`config.mk`:
```
export PLATFORM = sky130hd
export DESIGN_NAME = cidfs_device_flat
export DESIGN_NICKNAME = d
export VERILOG_FILES = /design/src/hw/cidfs_pkg.sv /design/src/hw/cidfs_if.sv /design/src/hw/cidfs_device.sv /design/src/flat_wrapper.sv
export VERILOG_INCLUDE_DIRS = /design/src /design/src/hw
export SDC_FILE = /design/constraint.sdc
export NUM_CORES = 1
export LEC_CHECK = 0
export ABC_AREA = 1
export BUFFER_PORTS_ARGS = -buffer_cell sky130_fd_sc_hd__buf_2
export CAP_MARGIN = 15
export CORE_UTILIZATION = 45
export DETAILED_ROUTE_END_ITERATION = 10
export MAX_ROUTING_LAYER = met4
export PLACE_DENSITY = 0.64
export SLEW_MARGIN = 40
export SYNTH_ARGS = -nofsm -noshare
export SYNTH_HDL_FRONTEND = slang
export SYNTH_SLANG_ARGS = --single-unit
```
`constraint.sdc`:
```
create_clock -name clk_sys_i -period 3.6 [get_ports clk_sys_i]
set_clock_uncertainty 0.1 [all_clocks]
set_input_delay 0.72 -clock clk_sys_i [delete_from_list [all_inputs] [get_ports clk_sys_i]]
set_output_delay 0.72 -clock clk_sys_i [all_outputs]
set_load 0.02 [all_outputs]
```
`src/hw/cidfs_consts.svh`:
```
// Timing constants and pin levels for the caller-id function-select pair.
// Assumes a 10 MHz system clock on both ends.
`ifndef CIDFS_CONSTS_SVH
`define CIDFS_CONSTS_SVH

`define CIDFS_CLK_PERIOD_NS  100
`define CIDFS_BAUD           1200
// One bit time in ns, 1/1200 s rounded down
`define CIDFS_BIT_NS         833333
`define CIDFS_BIT_CYCLES     (`CIDFS_BIT_NS / `CIDFS_CLK_PERIOD_NS)
// Carrier hysteresis, least times
`define CIDFS_CD_ON_US       10000
`define CIDFS_CD_OFF_US      10000
`define CIDFS_CD_ON_CYCLES   ((`CIDFS_CD_ON_US * 1000 + `CIDFS_CLK_PERIOD_NS - 1) / `CIDFS_CLK_PERIOD_NS)
`define CIDFS_CD_OFF_CYCLES  ((`CIDFS_CD_OFF_US * 1000 + `CIDFS_CLK_PERIOD_NS - 1) / `CIDFS_CLK_PERIOD_NS)
// Host shift clock half period in cycles
`define CIDFS_SCLK_HALF      5
`define CIDFS_WORD_BITS      9
`define CIDFS_FIFO_DEPTH     32
`define CIDFS_MODE_BUFFERED  1'b1

`endif

```
`src/hw/cidfs_pkg.sv`:
```
// Types shared by the device end and the host end.
// Assumes cidfs_consts.svh for all numeric constants.
package cidfs_pkg;

  typedef enum logic [2:0] {
    CIDFS_FSK,
    CIDFS_HYB_TONE,
    CIDFS_LINE_TONE,
    CIDFS_POWER_DOWN,
    CIDFS_FACTORY_TEST
  } cidfs_func_t;

  typedef enum logic [1:0] {
    CIDFS_RX_IDLE,
    CIDFS_RX_START,
    CIDFS_RX_BITS
  } cidfs_rx_state_t;

  typedef enum logic [1:0] {
    CIDFS_RD_IDLE,
    CIDFS_RD_LOW,
    CIDFS_RD_HIGH
  } cidfs_rd_state_t;

endpackage

```
`src/hw/cidfs_if.sv`:
```
// Pin bundle between the caller-id device and its host controller.
// Assumes both ends run on the same system clock.
`timescale 1ns/100ps
interface cidfs_if;
  logic interface_mode_pin;
  logic function_select_a;
  logic function_select_b;
  logic shift_clock_in;
  logic fsk_data;
  logic shared_ready_steer_n;
  logic carrier_present_n;

  modport dev (
    input  interface_mode_pin,
    input  function_select_a,
    input  function_select_b,
    input  shift_clock_in,
    output fsk_data,
    output shared_ready_steer_n,
    output carrier_present_n
  );

  modport host (
    output interface_mode_pin,
    output function_select_a,
    output function_select_b,
    output shift_clock_in,
    input  fsk_data,
    input  shared_ready_steer_n,
    input  carrier_present_n
  );
endinterface

```
`src/hw/cidfs_device.sv`:
```
// Caller-id device end: function decode, 1200 baud receiver, word buffer.
// Assumes demodulated level and detector levels synchronous to clk_sys_i.
//
// Contract
// - A=1,B=1 gives FSK, shared pin is ready.
// - A=1,B=0 gives hybrid tone, shared is steering.
// - A=0,B=1 gives line tone, shared is steering.
// - Mode high, selects low means power down.
// - Mode pin picks FSK interface variant.
// - Buffered host with power down ties mode high.
// - Stream host with power down drives all three.
// - FSK/hybrid host ties A high, toggles B.
// - Receive 1200 baud asynchronous serial data.
// - Stream passes bits; buffer holds nine bits.
// - Ready low half bit, first shift ends it.
// - Carrier flag has hysteresis, gates data.
`timescale 1ns/100ps
`include "cidfs_consts.svh"

module cidfs_fifo #(
  parameter int WIDTH = `CIDFS_WORD_BITS,
  parameter int DEPTH = `CIDFS_FIFO_DEPTH
) (
  input  wire logic             clk_sys_i,   // System clock
  input  wire logic             reset_n_i,   // Sync reset, active low
  input  wire logic             in_valid_i,  // Write request
  output logic                  in_ready_o,  // Not full
  input  wire logic [WIDTH-1:0] in_data_i,   // Write data
  output logic                  out_valid_o, // Not empty
  input  wire logic             out_ready_i, // Read request
  output logic      [WIDTH-1:0] out_data_o   // Head word
);
  localparam int AW = $clog2(DEPTH);
  logic [WIDTH-1:0] mem [DEPTH];
  logic [AW-1:0]    wr_ptr;
  logic [AW-1:0]    rd_ptr;
  logic [AW:0]      count;
  logic [AW-1:0]    next_wr_ptr;
  logic [AW-1:0]    next_rd_ptr;
  logic [AW:0]      next_count;
  logic             push;
  logic             pop;

  assign in_ready_o  = (count != (AW+1)'(DEPTH));
  assign out_valid_o = (count != '0);
  assign out_data_o  = mem[rd_ptr];

  always_comb begin
    push        = in_valid_i && in_ready_o;
    pop         = out_ready_i && out_valid_o;
    next_wr_ptr = push ? ((wr_ptr == AW'(DEPTH-1)) ? '0 : wr_ptr + 1'b1) : wr_ptr;
    next_rd_ptr = pop ? ((rd_ptr == AW'(DEPTH-1)) ? '0 : rd_ptr + 1'b1) : rd_ptr;
    next_count  = count + (AW+1)'(push) - (AW+1)'(pop);
  end

  always_ff @(posedge clk_sys_i) begin
    if (!reset_n_i) begin
      wr_ptr <= '0;
      rd_ptr <= '0;
      count  <= '0;
    end else begin
      wr_ptr <= next_wr_ptr;
      rd_ptr <= next_rd_ptr;
      count  <= next_count;
    end
  end

  always_ff @(posedge clk_sys_i) begin
    if (push) begin
      mem[wr_ptr] <= in_data_i;
    end
  end
endmodule

module cidfs_device #(
  parameter int BIT_CYCLES = `CIDFS_BIT_CYCLES,
  parameter int CD_ON      = `CIDFS_CD_ON_CYCLES,
  parameter int CD_OFF     = `CIDFS_CD_OFF_CYCLES,
  parameter int FIFO_DEPTH = `CIDFS_FIFO_DEPTH
) (
  input  wire logic  clk_sys_i,        // System clock
  input  wire logic  reset_n_i,        // Sync reset, active low
  cidfs_if.dev       link,             // Pins toward host
  input  wire logic  line_fsk_level_i, // Demodulated line level, mark=1
  input  wire logic  carrier_raw_i,    // Raw carrier energy present
  input  wire logic  line_tone_i,      // Qualified tone on line amp
  input  wire logic  hybrid_tone_i,    // Qualified tone on hybrid amp
  output logic       power_down_o,     // Device powered down
  output logic       hybrid_sel_o,     // Hybrid amp selected
  output logic       overrun_o         // Word lost, buffer full
);
  import cidfs_pkg::*;

  localparam int HALF = BIT_CYCLES / 2;

  cidfs_func_t     func;
  logic            buffered;
  logic            carrier_on;
  logic [19:0]     cd_cnt;
  cidfs_rx_state_t rx_state;
  logic [15:0]     rx_timer;
  logic [3:0]      rx_nbit;
  logic [8:0]      rx_shift;
  logic            word_done;
  logic [8:0]      out_buf;
  logic [3:0]      out_left;
  logic [15:0]     dr_timer;
  logic            dr_low;
  logic            sclk_prev;
  logic            data_q;
  logic            shared_q;
  logic            cd_n_q;
  logic            pd_q;
  logic            hyb_q;
  logic            ovr_q;
  logic            fifo_in_ready;
  logic            fifo_out_valid;
  logic            fifo_pop;
  logic [8:0]      fifo_out_data;

  cidfs_func_t     next_func;
  logic            next_carrier_on;
  logic [19:0]     next_cd_cnt;
  cidfs_rx_state_t next_rx_state;
  logic [15:0]     next_rx_timer;
  logic [3:0]      next_rx_nbit;
  logic [8:0]      next_rx_shift;
  logic            next_word_done;
  logic [8:0]      next_out_buf;
  logic [3:0]      next_out_left;
  logic [15:0]     next_dr_timer;
  logic            next_dr_low;
  logic            next_data_q;
  logic            next_shared_q;
  logic            next_cd_n_q;
  logic            next_ovr_q;
  logic            sclk_rise;

  assign link.fsk_data             = data_q;
  assign link.shared_ready_steer_n = shared_q;
  assign link.carrier_present_n    = cd_n_q;
  assign power_down_o              = pd_q;
  assign hybrid_sel_o              = hyb_q;
  assign overrun_o                 = ovr_q;

  // --------------------------------------------------------------
  // Function decode and carrier hysteresis
  // --------------------------------------------------------------
  always_comb begin
    unique case ({link.function_select_a, link.function_select_b})
      2'h3: next_func = CIDFS_FSK;
      2'h2: next_func = CIDFS_HYB_TONE;
      2'h1: next_func = CIDFS_LINE_TONE;
      2'h0: next_func = link.interface_mode_pin ? CIDFS_POWER_DOWN : CIDFS_FACTORY_TEST;
    endcase
    next_carrier_on = carrier_on;
    next_cd_cnt     = '0;
    if (func != CIDFS_FSK) begin
      next_carrier_on = 1'b0;
    end else if (carrier_raw_i != carrier_on) begin
      // Level must persist before the flag follows it
      next_cd_cnt = cd_cnt + 20'h0_0001;
      if (cd_cnt == (carrier_on ? 20'(CD_OFF-1) : 20'(CD_ON-1))) begin
        next_carrier_on = carrier_raw_i;
        next_cd_cnt     = '0;
      end
    end
  end

  always_ff @(posedge clk_sys_i) begin
    if (!reset_n_i) begin
      func       <= CIDFS_POWER_DOWN;
      buffered   <= 1'b1;
      carrier_on <= 1'b0;
      cd_cnt     <= '0;
    end else begin
      func       <= next_func;
      buffered   <= link.interface_mode_pin;
      carrier_on <= next_carrier_on;
      cd_cnt     <= next_cd_cnt;
    end
  end

  // --------------------------------------------------------------
  // Serial receiver, 1200 baud, start, 8 data LSB first, stop
  // --------------------------------------------------------------
  always_comb begin
    next_rx_state  = rx_state;
    next_rx_timer  = rx_timer + 16'h0001;
    next_rx_nbit   = rx_nbit;
    next_rx_shift  = rx_shift;
    next_word_done = 1'b0;
    if (!carrier_on) begin
      next_rx_state = CIDFS_RX_IDLE;
      next_rx_timer = '0;
    end else begin
      unique case (rx_state)
        CIDFS_RX_IDLE: begin
          next_rx_timer = '0;
          if (!line_fsk_level_i) begin
            next_rx_state = CIDFS_RX_START;
          end
        end
        CIDFS_RX_START: begin
          if (rx_timer == 16'(HALF-1)) begin
            next_rx_timer = '0;
            next_rx_nbit  = '0;
            next_rx_state = line_fsk_level_i ? CIDFS_RX_IDLE : CIDFS_RX_BITS;
          end
        end
        CIDFS_RX_BITS: begin
          if (rx_timer == 16'(BIT_CYCLES-1)) begin
            next_rx_timer = '0;
            next_rx_shift = {line_fsk_level_i, rx_shift[8:1]};
            next_rx_nbit  = rx_nbit + 4'h1;
            if (rx_nbit == 4'h8) begin
              next_word_done = 1'b1;
              next_rx_state  = CIDFS_RX_IDLE;
            end
          end
        end
      endcase
    end
  end

  always_ff @(posedge clk_sys_i) begin
    if (!reset_n_i) begin
      rx_state  <= CIDFS_RX_IDLE;
      rx_timer  <= '0;
      rx_nbit   <= '0;
      rx_shift  <= '0;
      word_done <= 1'b0;
    end else begin
      rx_state  <= next_rx_state;
      rx_timer  <= next_rx_timer;
      rx_nbit   <= next_rx_nbit;
      rx_shift  <= next_rx_shift;
      word_done <= next_word_done;
    end
  end

  // --------------------------------------------------------------
  // Word queue toward the nine-bit host buffer
  // --------------------------------------------------------------
  cidfs_fifo #(
    .WIDTH (`CIDFS_WORD_BITS),
    .DEPTH (FIFO_DEPTH)
  ) u_fifo (
    .clk_sys_i   (clk_sys_i),
    .reset_n_i   (reset_n_i),
    .in_valid_i  (word_done && buffered),
    .in_ready_o  (fifo_in_ready),
    .in_data_i   (rx_shift),
    .out_valid_o (fifo_out_valid),
    .out_ready_i (fifo_pop),
    .out_data_o  (fifo_out_data)
  );

  // --------------------------------------------------------------
  // Pin outputs per function and interface variant
  // --------------------------------------------------------------
  always_comb begin
    sclk_rise     = link.shift_clock_in && !sclk_prev;
    fifo_pop      = 1'b0;
    next_out_buf  = out_buf;
    next_out_left = out_left;
    next_dr_timer = dr_timer + 16'h0001;
    next_dr_low   = dr_low;
    next_ovr_q    = ovr_q || (word_done && buffered && !fifo_in_ready);
    next_data_q   = 1'b1;
    next_shared_q = 1'b1;
    next_cd_n_q   = !carrier_on;
    if (dr_low && dr_timer == 16'(HALF-1)) begin
      next_dr_low = 1'b0;
    end
    unique case (func)
      CIDFS_FSK: begin
        if (buffered) begin
          // Hold start bit off, stop bit rides above the data byte
          if (sclk_rise && out_left != 4'h0) begin
            next_out_buf  = {1'b1, out_buf[8:1]};
            next_out_left = out_left - 4'h1;
            next_dr_low   = 1'b0;
          end else if (out_left == 4'h0 && fifo_out_valid) begin
            fifo_pop      = 1'b1;
            next_out_buf  = fifo_out_data;
            next_out_left = 4'(`CIDFS_WORD_BITS);
            next_dr_low   = 1'b1;
            next_dr_timer = '0;
          end
          next_data_q = next_out_buf[0];
        end else begin
          next_data_q = carrier_on ? line_fsk_level_i : 1'b1;
          if (word_done) begin
            next_dr_low   = 1'b1;
            next_dr_timer = '0;
          end
        end
        next_shared_q = !next_dr_low;
      end
      CIDFS_HYB_TONE:  next_shared_q = !hybrid_tone_i;
      CIDFS_LINE_TONE: next_shared_q = !line_tone_i;
      default: begin
        next_cd_n_q = 1'b1;
        // Power down or test code clears the flag, a word lost this cycle still sets it
        next_ovr_q  = word_done && buffered && !fifo_in_ready;
      end
    endcase
    if (func != CIDFS_FSK) begin
      next_out_left = '0;
      next_dr_low   = 1'b0;
    end
  end

  always_ff @(posedge clk_sys_i) begin
    if (!reset_n_i) begin
      out_buf   <= 9'h1ff;
      out_left  <= '0;
      dr_timer  <= '0;
      dr_low    <= 1'b0;
      sclk_prev <= 1'b0;
      data_q    <= 1'b1;
      shared_q  <= 1'b1;
      cd_n_q    <= 1'b1;
      pd_q      <= 1'b1;
      hyb_q     <= 1'b0;
      ovr_q     <= 1'b0;
    end else begin
      out_buf   <= next_out_buf;
      out_left  <= next_out_left;
      dr_timer  <= next_dr_timer;
      dr_low    <= next_dr_low;
      sclk_prev <= link.shift_clock_in;
      data_q    <= next_data_q;
      shared_q  <= next_shared_q;
      cd_n_q    <= next_cd_n_q;
      pd_q      <= (func == CIDFS_POWER_DOWN);
      hyb_q     <= (func == CIDFS_HYB_TONE);
      ovr_q     <= next_ovr_q;
    end
  end
endmodule

```
`src/flat_wrapper.sv`:
```
// flat-port wrapper written by rule: the top's interface ports become plain ports
module cidfs_device_flat import cidfs_pkg::*;
#(
  parameter int BIT_CYCLES = `CIDFS_BIT_CYCLES,
  parameter int CD_ON      = `CIDFS_CD_ON_CYCLES,
  parameter int CD_OFF     = `CIDFS_CD_OFF_CYCLES,
  parameter int FIFO_DEPTH = `CIDFS_FIFO_DEPTH
)
  (clk_sys_i, reset_n_i, line_fsk_level_i, carrier_raw_i, line_tone_i, hybrid_tone_i, power_down_o, hybrid_sel_o, overrun_o, link_interface_mode_pin, link_function_select_a, link_function_select_b, link_shift_clock_in, link_fsk_data, link_shared_ready_steer_n, link_carrier_present_n);
  cidfs_if link_i ();
  input  wire logic clk_sys_i;
  input  wire logic reset_n_i;
  input  wire logic line_fsk_level_i;
  input  wire logic carrier_raw_i;
  input  wire logic line_tone_i;
  input  wire logic hybrid_tone_i;
  output logic power_down_o;
  output logic hybrid_sel_o;
  output logic overrun_o;
  input wire logic [$bits(link_i.interface_mode_pin)-1:0] link_interface_mode_pin;
  input wire logic [$bits(link_i.function_select_a)-1:0] link_function_select_a;
  input wire logic [$bits(link_i.function_select_b)-1:0] link_function_select_b;
  input wire logic [$bits(link_i.shift_clock_in)-1:0] link_shift_clock_in;
  output wire logic [$bits(link_i.fsk_data)-1:0] link_fsk_data;
  output wire logic [$bits(link_i.shared_ready_steer_n)-1:0] link_shared_ready_steer_n;
  output wire logic [$bits(link_i.carrier_present_n)-1:0] link_carrier_present_n;
  assign link_i.interface_mode_pin = link_interface_mode_pin;
  assign link_i.function_select_a = link_function_select_a;
  assign link_i.function_select_b = link_function_select_b;
  assign link_i.shift_clock_in = link_shift_clock_in;
  assign link_fsk_data = link_i.fsk_data;
  assign link_shared_ready_steer_n = link_i.shared_ready_steer_n;
  assign link_carrier_present_n = link_i.carrier_present_n;
  cidfs_device #(.BIT_CYCLES(BIT_CYCLES), .CD_ON(CD_ON), .CD_OFF(CD_OFF), .FIFO_DEPTH(FIFO_DEPTH)) u_core (.clk_sys_i(clk_sys_i), .reset_n_i(reset_n_i), .link(link_i), .line_fsk_level_i(line_fsk_level_i), .carrier_raw_i(carrier_raw_i), .line_tone_i(line_tone_i), .hybrid_tone_i(hybrid_tone_i), .power_down_o(power_down_o), .hybrid_sel_o(hybrid_sel_o), .overrun_o(overrun_o));
endmodule
```
After elaboration in Yosys (flattened, before gate mapping)
Memory sizes are Yosys's and may differ from the RTL's. A register that Yosys moved wholly into a read port is not among the register bits.
Index checks and enable logic that the tools add are counted.
{"block": "word_totals", "word_cells": 139, "mem_count": 1, "out_inout_bits": 6, "in_bits": 10, "regBits": 110, "ramBits": 288}
{"memory": "u_core.u_fifo.mem", "depth": 32, "width": 9, "read_ports": 1, "rd_clocked_by_memory_dff": 1, "write_ports": 1, "line": "cidfs_device.sv:34", "text": "logic [WIDTH-1:0] mem [DEPTH];"}
{"block": "op_classes", "n_addsub": 9, "muxes": 45, "n_reduce_logical": 37, "n_eq_ne": 21, "n_bitwise": 2}
{"cell": "16-bit two-way mux", "count": 7}
{"cell": "16-bit case mux with 3 select lines", "count": 1}
{"cell": "16-bit by 1-bit adder with 16-bit output, second input constant", "count": 2}
{"cell": "16-bit by 13-bit equality test with 1-bit output, second input constant", "count": 2}
{"cell": "20-bit by 1-bit adder with 20-bit output, second input constant", "count": 1}
{"cell": "20-bit by 17-bit equality test with 1-bit output, second input constant", "count": 1}
{"cell": "5-bit two-way mux", "count": 4}
{"cell": "9-bit two-way mux", "count": 2}
{"cell": "1-bit two-way mux", "count": 17}
{"cell": "16-bit by 14-bit equality test with 1-bit output, second input constant", "count": 1}
{"cell": "4-bit two-way mux", "count": 4}
{"cell": "3-bit case mux with 4 select lines", "count": 1}
{"cell": "4-bit AND reduction", "count": 3}
{"cell": "5-bit by 1-bit adder with 5-bit output, second input constant", "count": 2}
{"cell": "5-bit equality test, second input constant", "count": 2}
{"cell": "2-bit two-way mux", "count": 5}
{"cell": "2-bit AND reduction", "count": 5}
{"cell": "1-bit logical AND", "count": 8}
{"cell": "4-bit case mux with 2 select lines", "count": 1}
{"cell": "6-bit by 1-bit adder with 6-bit output", "count": 1}
{"cell": "2-bit equality test, second input constant", "count": 3}
{"cell": "3-bit by 2-bit equality test with 1-bit output, second input constant", "count": 2}
{"cell": "1-bit zero test", "count": 6}
{"cell": "2-bit by 1-bit inequality test with 1-bit output, second input constant", "count": 3}
{"cell": "other kinds (25)", "count": 30}

Logic depth before layout (Yosys ltp)
{"block": "depth", "depth_word": 9, "depth_mapped": 18, "ltp_nobuf": 17}

By module
Synthesis repeated with hierarchy kept, for this count alone.
{"block": "hier_totals", "cells_unflattened": 1766, "hier_area_um2": 17438.0}
{"mod": "cidfs_fifo", "area_per_inst_um2": 12796.0, "seq_area_each_um2": 9068.7, "cells_per_inst": 1145, "n_inst": 1}
{"mod": "cidfs_device", "area_per_inst_um2": 4642.0, "seq_area_each_um2": 1881.8, "cells_per_inst": 621, "n_inst": 1}

Least setup slack after synthesis
Ideal clock, no wire load.
{"block": "synth_path", "path_type": "flip-flop to flip-flop", "start": "register u_core.out_left[0]", "end": "register u_core.u_fifo.count[4]", "path_slack_ps": 1029, "path_stages_with_launch": 19, "arrival_ps": 2401, "path_buffers": 1, "setup_time_ps": 70, "required_time_ps": 3430, "synth_period_minus_slack_ps": 2571, "cell_sequence": "dfxtp_1 -> inv_1 -> ha_1 -> nand3_1 -> inv_1 -> nand2_1 -> nor2_4 -> buf_2 -> ha_1 -> inv_1 -> ha_1 -> fa_1 -> nand2_1 -> inv_1 -> nor2_1 -> nor2_1 -> nor2_1 -> o21ai_0 -> a21oi_1"}
{"block": "synth_via", "elab_chain_cells": 8, "elab_cells_between_ends": 10, "classes_between": "add/sub: 1; mux: 4; reduce/logical: 5"}
{"item": "start: declaration", "line": "cidfs_device.sv:106", "text": "logic [3:0] out_left;"}
{"item": "start signal: assignment", "line": "cidfs_device.sv:330", "text": "out_left <= next_out_left;"}
{"item": "4-bit zero test", "line": "cidfs_device.sv:284", "text": "end else if (out_left == 4'h0 && fifo_out_valid) begin"}
{"item": "1-bit logical AND", "line": "cidfs_device.sv:284"}
{"item": "1-bit two-way mux", "line": "cidfs_device.sv:284"}
{"item": "1-bit two-way mux *", "line": "cidfs_device.sv:280", "text": "if (sclk_rise && out_left != 4'h0) begin"}
{"item": "1-bit two-way mux *", "line": "cidfs_device.sv:278", "text": "if (buffered) begin"}
{"item": "1-bit two-way mux *", "line": "cidfs_device.sv:276", "text": "unique case (func)"}
{"item": "1-bit logical AND *", "line": "cidfs_device.sv:50", "text": "pop = out_ready_i && out_valid_o;"}
{"item": "6-bit by 1-bit subtractor with 6-bit output *", "line": "cidfs_device.sv:53", "text": "next_count = count + (AW+1)'(push) - (AW+1)'(pop);"}
{"item": "end signal: assignment", "line": "cidfs_device.sv:64", "text": "count <= next_count;"}
{"item": "end: declaration", "line": "cidfs_device.sv:37", "text": "logic [AW:0] count;"}
Mark *: on every way between the ends. The rest lies on a longest branch, timed or not.
A chain may end at the register's enable or synchronous reset.

Worst setup path in the final report
Ends and elaborated chain as after synthesis.

==> flow_summary.yaml <==
place:
  pre_cts_slack_ns: 0.856
  port_buffers: 15
  gp_congestion: 0.859
  dpl.hpwl_um: 24500
die:
  fp.dieArea_um2: 38700
  top_level_ports: 16
  die_height_um: 197
  chipWidth_um: 197
  num_rows: 70
  start_util_pct: 46.1
  core_area_um2: 37000
timing:
  fin_setup_tns_ns: 0
  finalSetupViolations: 0
  final_max_slew_viol_count: 0
  finalCritPeriodShare_pct: 76.9
  setup_slack_ns: 0.830
  final_hold_viol_count: 0
  slew_headroom_pct: 40.7
  layout_min_cycle_time_ns: 2.77
  max_freq_ghz: 0.361
  tightest_slew_ns: 0.889
  rsz0062_at_grt: "false"
critical_path:
  cp.arrival_ns: 3.14
  cp_max_fo: 14
  crit_path_end_kind: "flip-flop"
  cp_data_required_time_ns: 3.97
  r2r_slack_ns: 0.83
  cp-start-kind: "flip-flop"
  path_class: "flip-flop to flip-flop"
yosys:
  avgSynthCellArea_um2: 10.2
  synth_fp_nets: 1711
  synth_cells: 1672
  ys_types: 53
  synth_enable_flop_cells: 288
  ys_seq_area_share_pct: 64.2
  ys.flop_type: "edfxtp_1"
  synth_area_leader_cell: "edfxtp_1"
  synth_top_area_share_pct: 50.7
  synth_area_um2: 17100
  synth_seq_cells: 403
  synth_area_leaders: "edfxtp_1 (51%), dfxtp_1 (13%), nand2_1 (8.9%), nand3_1 (7.8%), nor2_1 (3.1%)"
  synthArstFlopShare_pct: 0
  yosys_warnings: 0
clock_tree:
  cts_setup_buffers: 0
  cts_sinks: 403
  postCtsResizedCells: 0
  cts.path.max_buffers: 3
  htree_levels: 2
  root_buffer: "clkbuf_16"
  cts_buffers: 42
  cts_tree: "done"
  path_clk_slew_ns: 0.05
  hold_buffers: 0
  clk_latency_ns: 0.55
grt:
  grt_pass1_wl_um: 62300
  grt_usage_pct: 21.4
  grt_max_degree: 145
  grt_pass1_vias: 11400
  gr-total-overflow: 0
  antenna_found_initial: 0
cells_and_area:
  layout_common_cells: "nand2_1 (405), edfxtp_1 (288), nand3_1 (265), nor2_1 (137), dfxtp_1 (104)"
  final_common_cell: "nand2_1"
  syn_to_final_growth_pct: 11.2
  n_antenna_cell: 0
  final_nets: 1725
  drive_gt1_share_pct: 8.78
  fillerInstances: 3349
power_and_ir_drop:
  peakVddDrop_mv: 0.310
  p_comb_share_pct: 6.9
  p_int_w: 0.00751
  switching_share_pct: 22.8
  clkPwrFrac_pct: 42.0
  p_seq_share_pct: 51.1
  p_leak_nw: 6.61
  powerDensity_nw_per_um2: 513
  power.switching_w: 0.00222
min_path:
  hold_class: "input pin to flip-flop"
routing:
  drcViolationCount: 0
  wl_um: 39600
  drt_first_pass_iters: 5
  wl_per_cell_um: 17.8
  drt-initial-drc-count: 1046
  ant_nets: 0
  vias: 11900
  vias_per_cell: 5.33
run:
  drv_cap: 0
run_status:
  outcome: "complete, no violations"
[path summary, 6_finish.rpt]
kind | startpoint | end | depth (start not counted)
worst max-delay path | u_core.out_left[0] | u_core.u_fifo.count[4] | 17
worst min-delay path | link_shift_clock_in | u_core.sclk_prev | 3
worst max register to register | u_core.out_left[0] | u_core.u_fifo.count[4] | 17
worst min register to register | u_core.cd_cnt[0] | u_core.cd_cnt[0] | 1
[final cells by class]
class / instances / area, um2 / area share [%]
clock buffer: 54 / 1130 / 5.94
clock inverter: 23 / 163 / 0.857
inverter: 111 / 419 / 2.21
multi-input combinational: 1087 / 5330 / 28.1
sequential: 403 / 11000 / 57.9
tap: 504 / 631 / 3.32
timing repair buffer: 41 / 328 / 1.73
[logic make-up after synthesis]
| kind of cell | share of synthesized area, % |
|---|---|
| buffers and inverters | 4.61 |
| AOI/OAI and AO/OA | 4.37 |
| xor gates and xnor gates | 1.08 |
| DFF | 64.2 |
| and+or+nand+nor | 23.6 |
| adders and majority gates | 2.17 |
[power by group through the flow]
stage	clock, W	sequential, W	combinational (W)
final	0.00409	0.00498	0.000671
after global routing	0.00434	0.00498	0.000764
after CTS	0.00415	0.00498	0.000670
after detailed placement	0	0.00508	0.000667
after global placement	0	0.00508	0.000659
after floorplan	0	0.00507	0.000503
[worst max-delay path: stages (launching register included)]
cell,delay (ns)
dfxtp_1,0.31
inv_1,0.11
ha_1,0.18
nand3_1,0.11
inv_1,0.07
nand2_1,0.13
nor2_4,0.29
ha_1,0.17
inv_1,0.04
ha_1,0.19
fa_1,0.38
nand2_1,0.08
inv_1,0.05
nor2_1,0.08
nor2_1,0.05
nor2_1,0.11
o21ai_0,0.09
a21oi_1,0.14
[Yosys cell counts, types with 4 or more instances]
cell type	n
nand2_1	405
edfxtp_1	288
nand3_1	266
nor2_1	139
dfxtp_1	115
inv_1	100
a21oi_1	52
o21ai_0	44
buf_2	35
nor3_1	30
ha_1	28
nand4_1	19
clkbuf_1	18
xor2_1	18
buf_4	9
a31oi_1	8
nor3b_1	7
o31ai_1	7
or2_2	6
buf_1	5
clkinv_1	5
inv_2	5
nor2_2	5
nor3_2	5
a211oi_1	4
nor4_1	4
[registers in the layout (all words and copies together) (netlist names), 2 cells and up, named ones only]
register,flops
u_core.func,3
u_core.rx_shift,9
u_core.rx_nbit,4
u_core.cd_cnt,20
u_core.u_fifo.rd_ptr,5
u_core.out_buf,9
u_core.u_fifo.count,6
u_core.rx_state,2
u_core.out_left,4
u_core.rx_timer,16
u_core.u_fifo.wr_ptr,5
u_core.dr_timer,16
u_core.u_fifo.mem,288
[metal layers]
| layer | vias up | routed length [um] | track usage, % |
|---|---|---|---|
| li1 | 5779 | - | - |
| met1 | 5687 | 17700 | 28.4 |
| met2 | 304 | 18500 | 33.4 |
| met3 | 85 | 2030 | 2.96 |
| met4 | 0 | 1360 | 8.81 |
| met5 | - | 0 | - |
[per-stage QoR]
step | power (W) | hold slack [ns] | utilization [%] | instance area, um2 | std cells
floorplan | 0.00557 | 0.318 | - | 17100 | 1672
global placement | 0.00574 | 0.327 | 47.7 | 17600 | 2145
detailed placement | 0.00574 | 0.340 | 47.7 | 17600 | 2145
CTS | 0.00980 | 0.243 | 51.2 | 18900 | 2222
global route | 0.0101 | 0.276 | 51.3 | 19000 | 2223
finish | 0.00974 | 0.267 | 51.3 | 19000 | 2223
No activity file was read; power rests on OpenSTA's default activity.
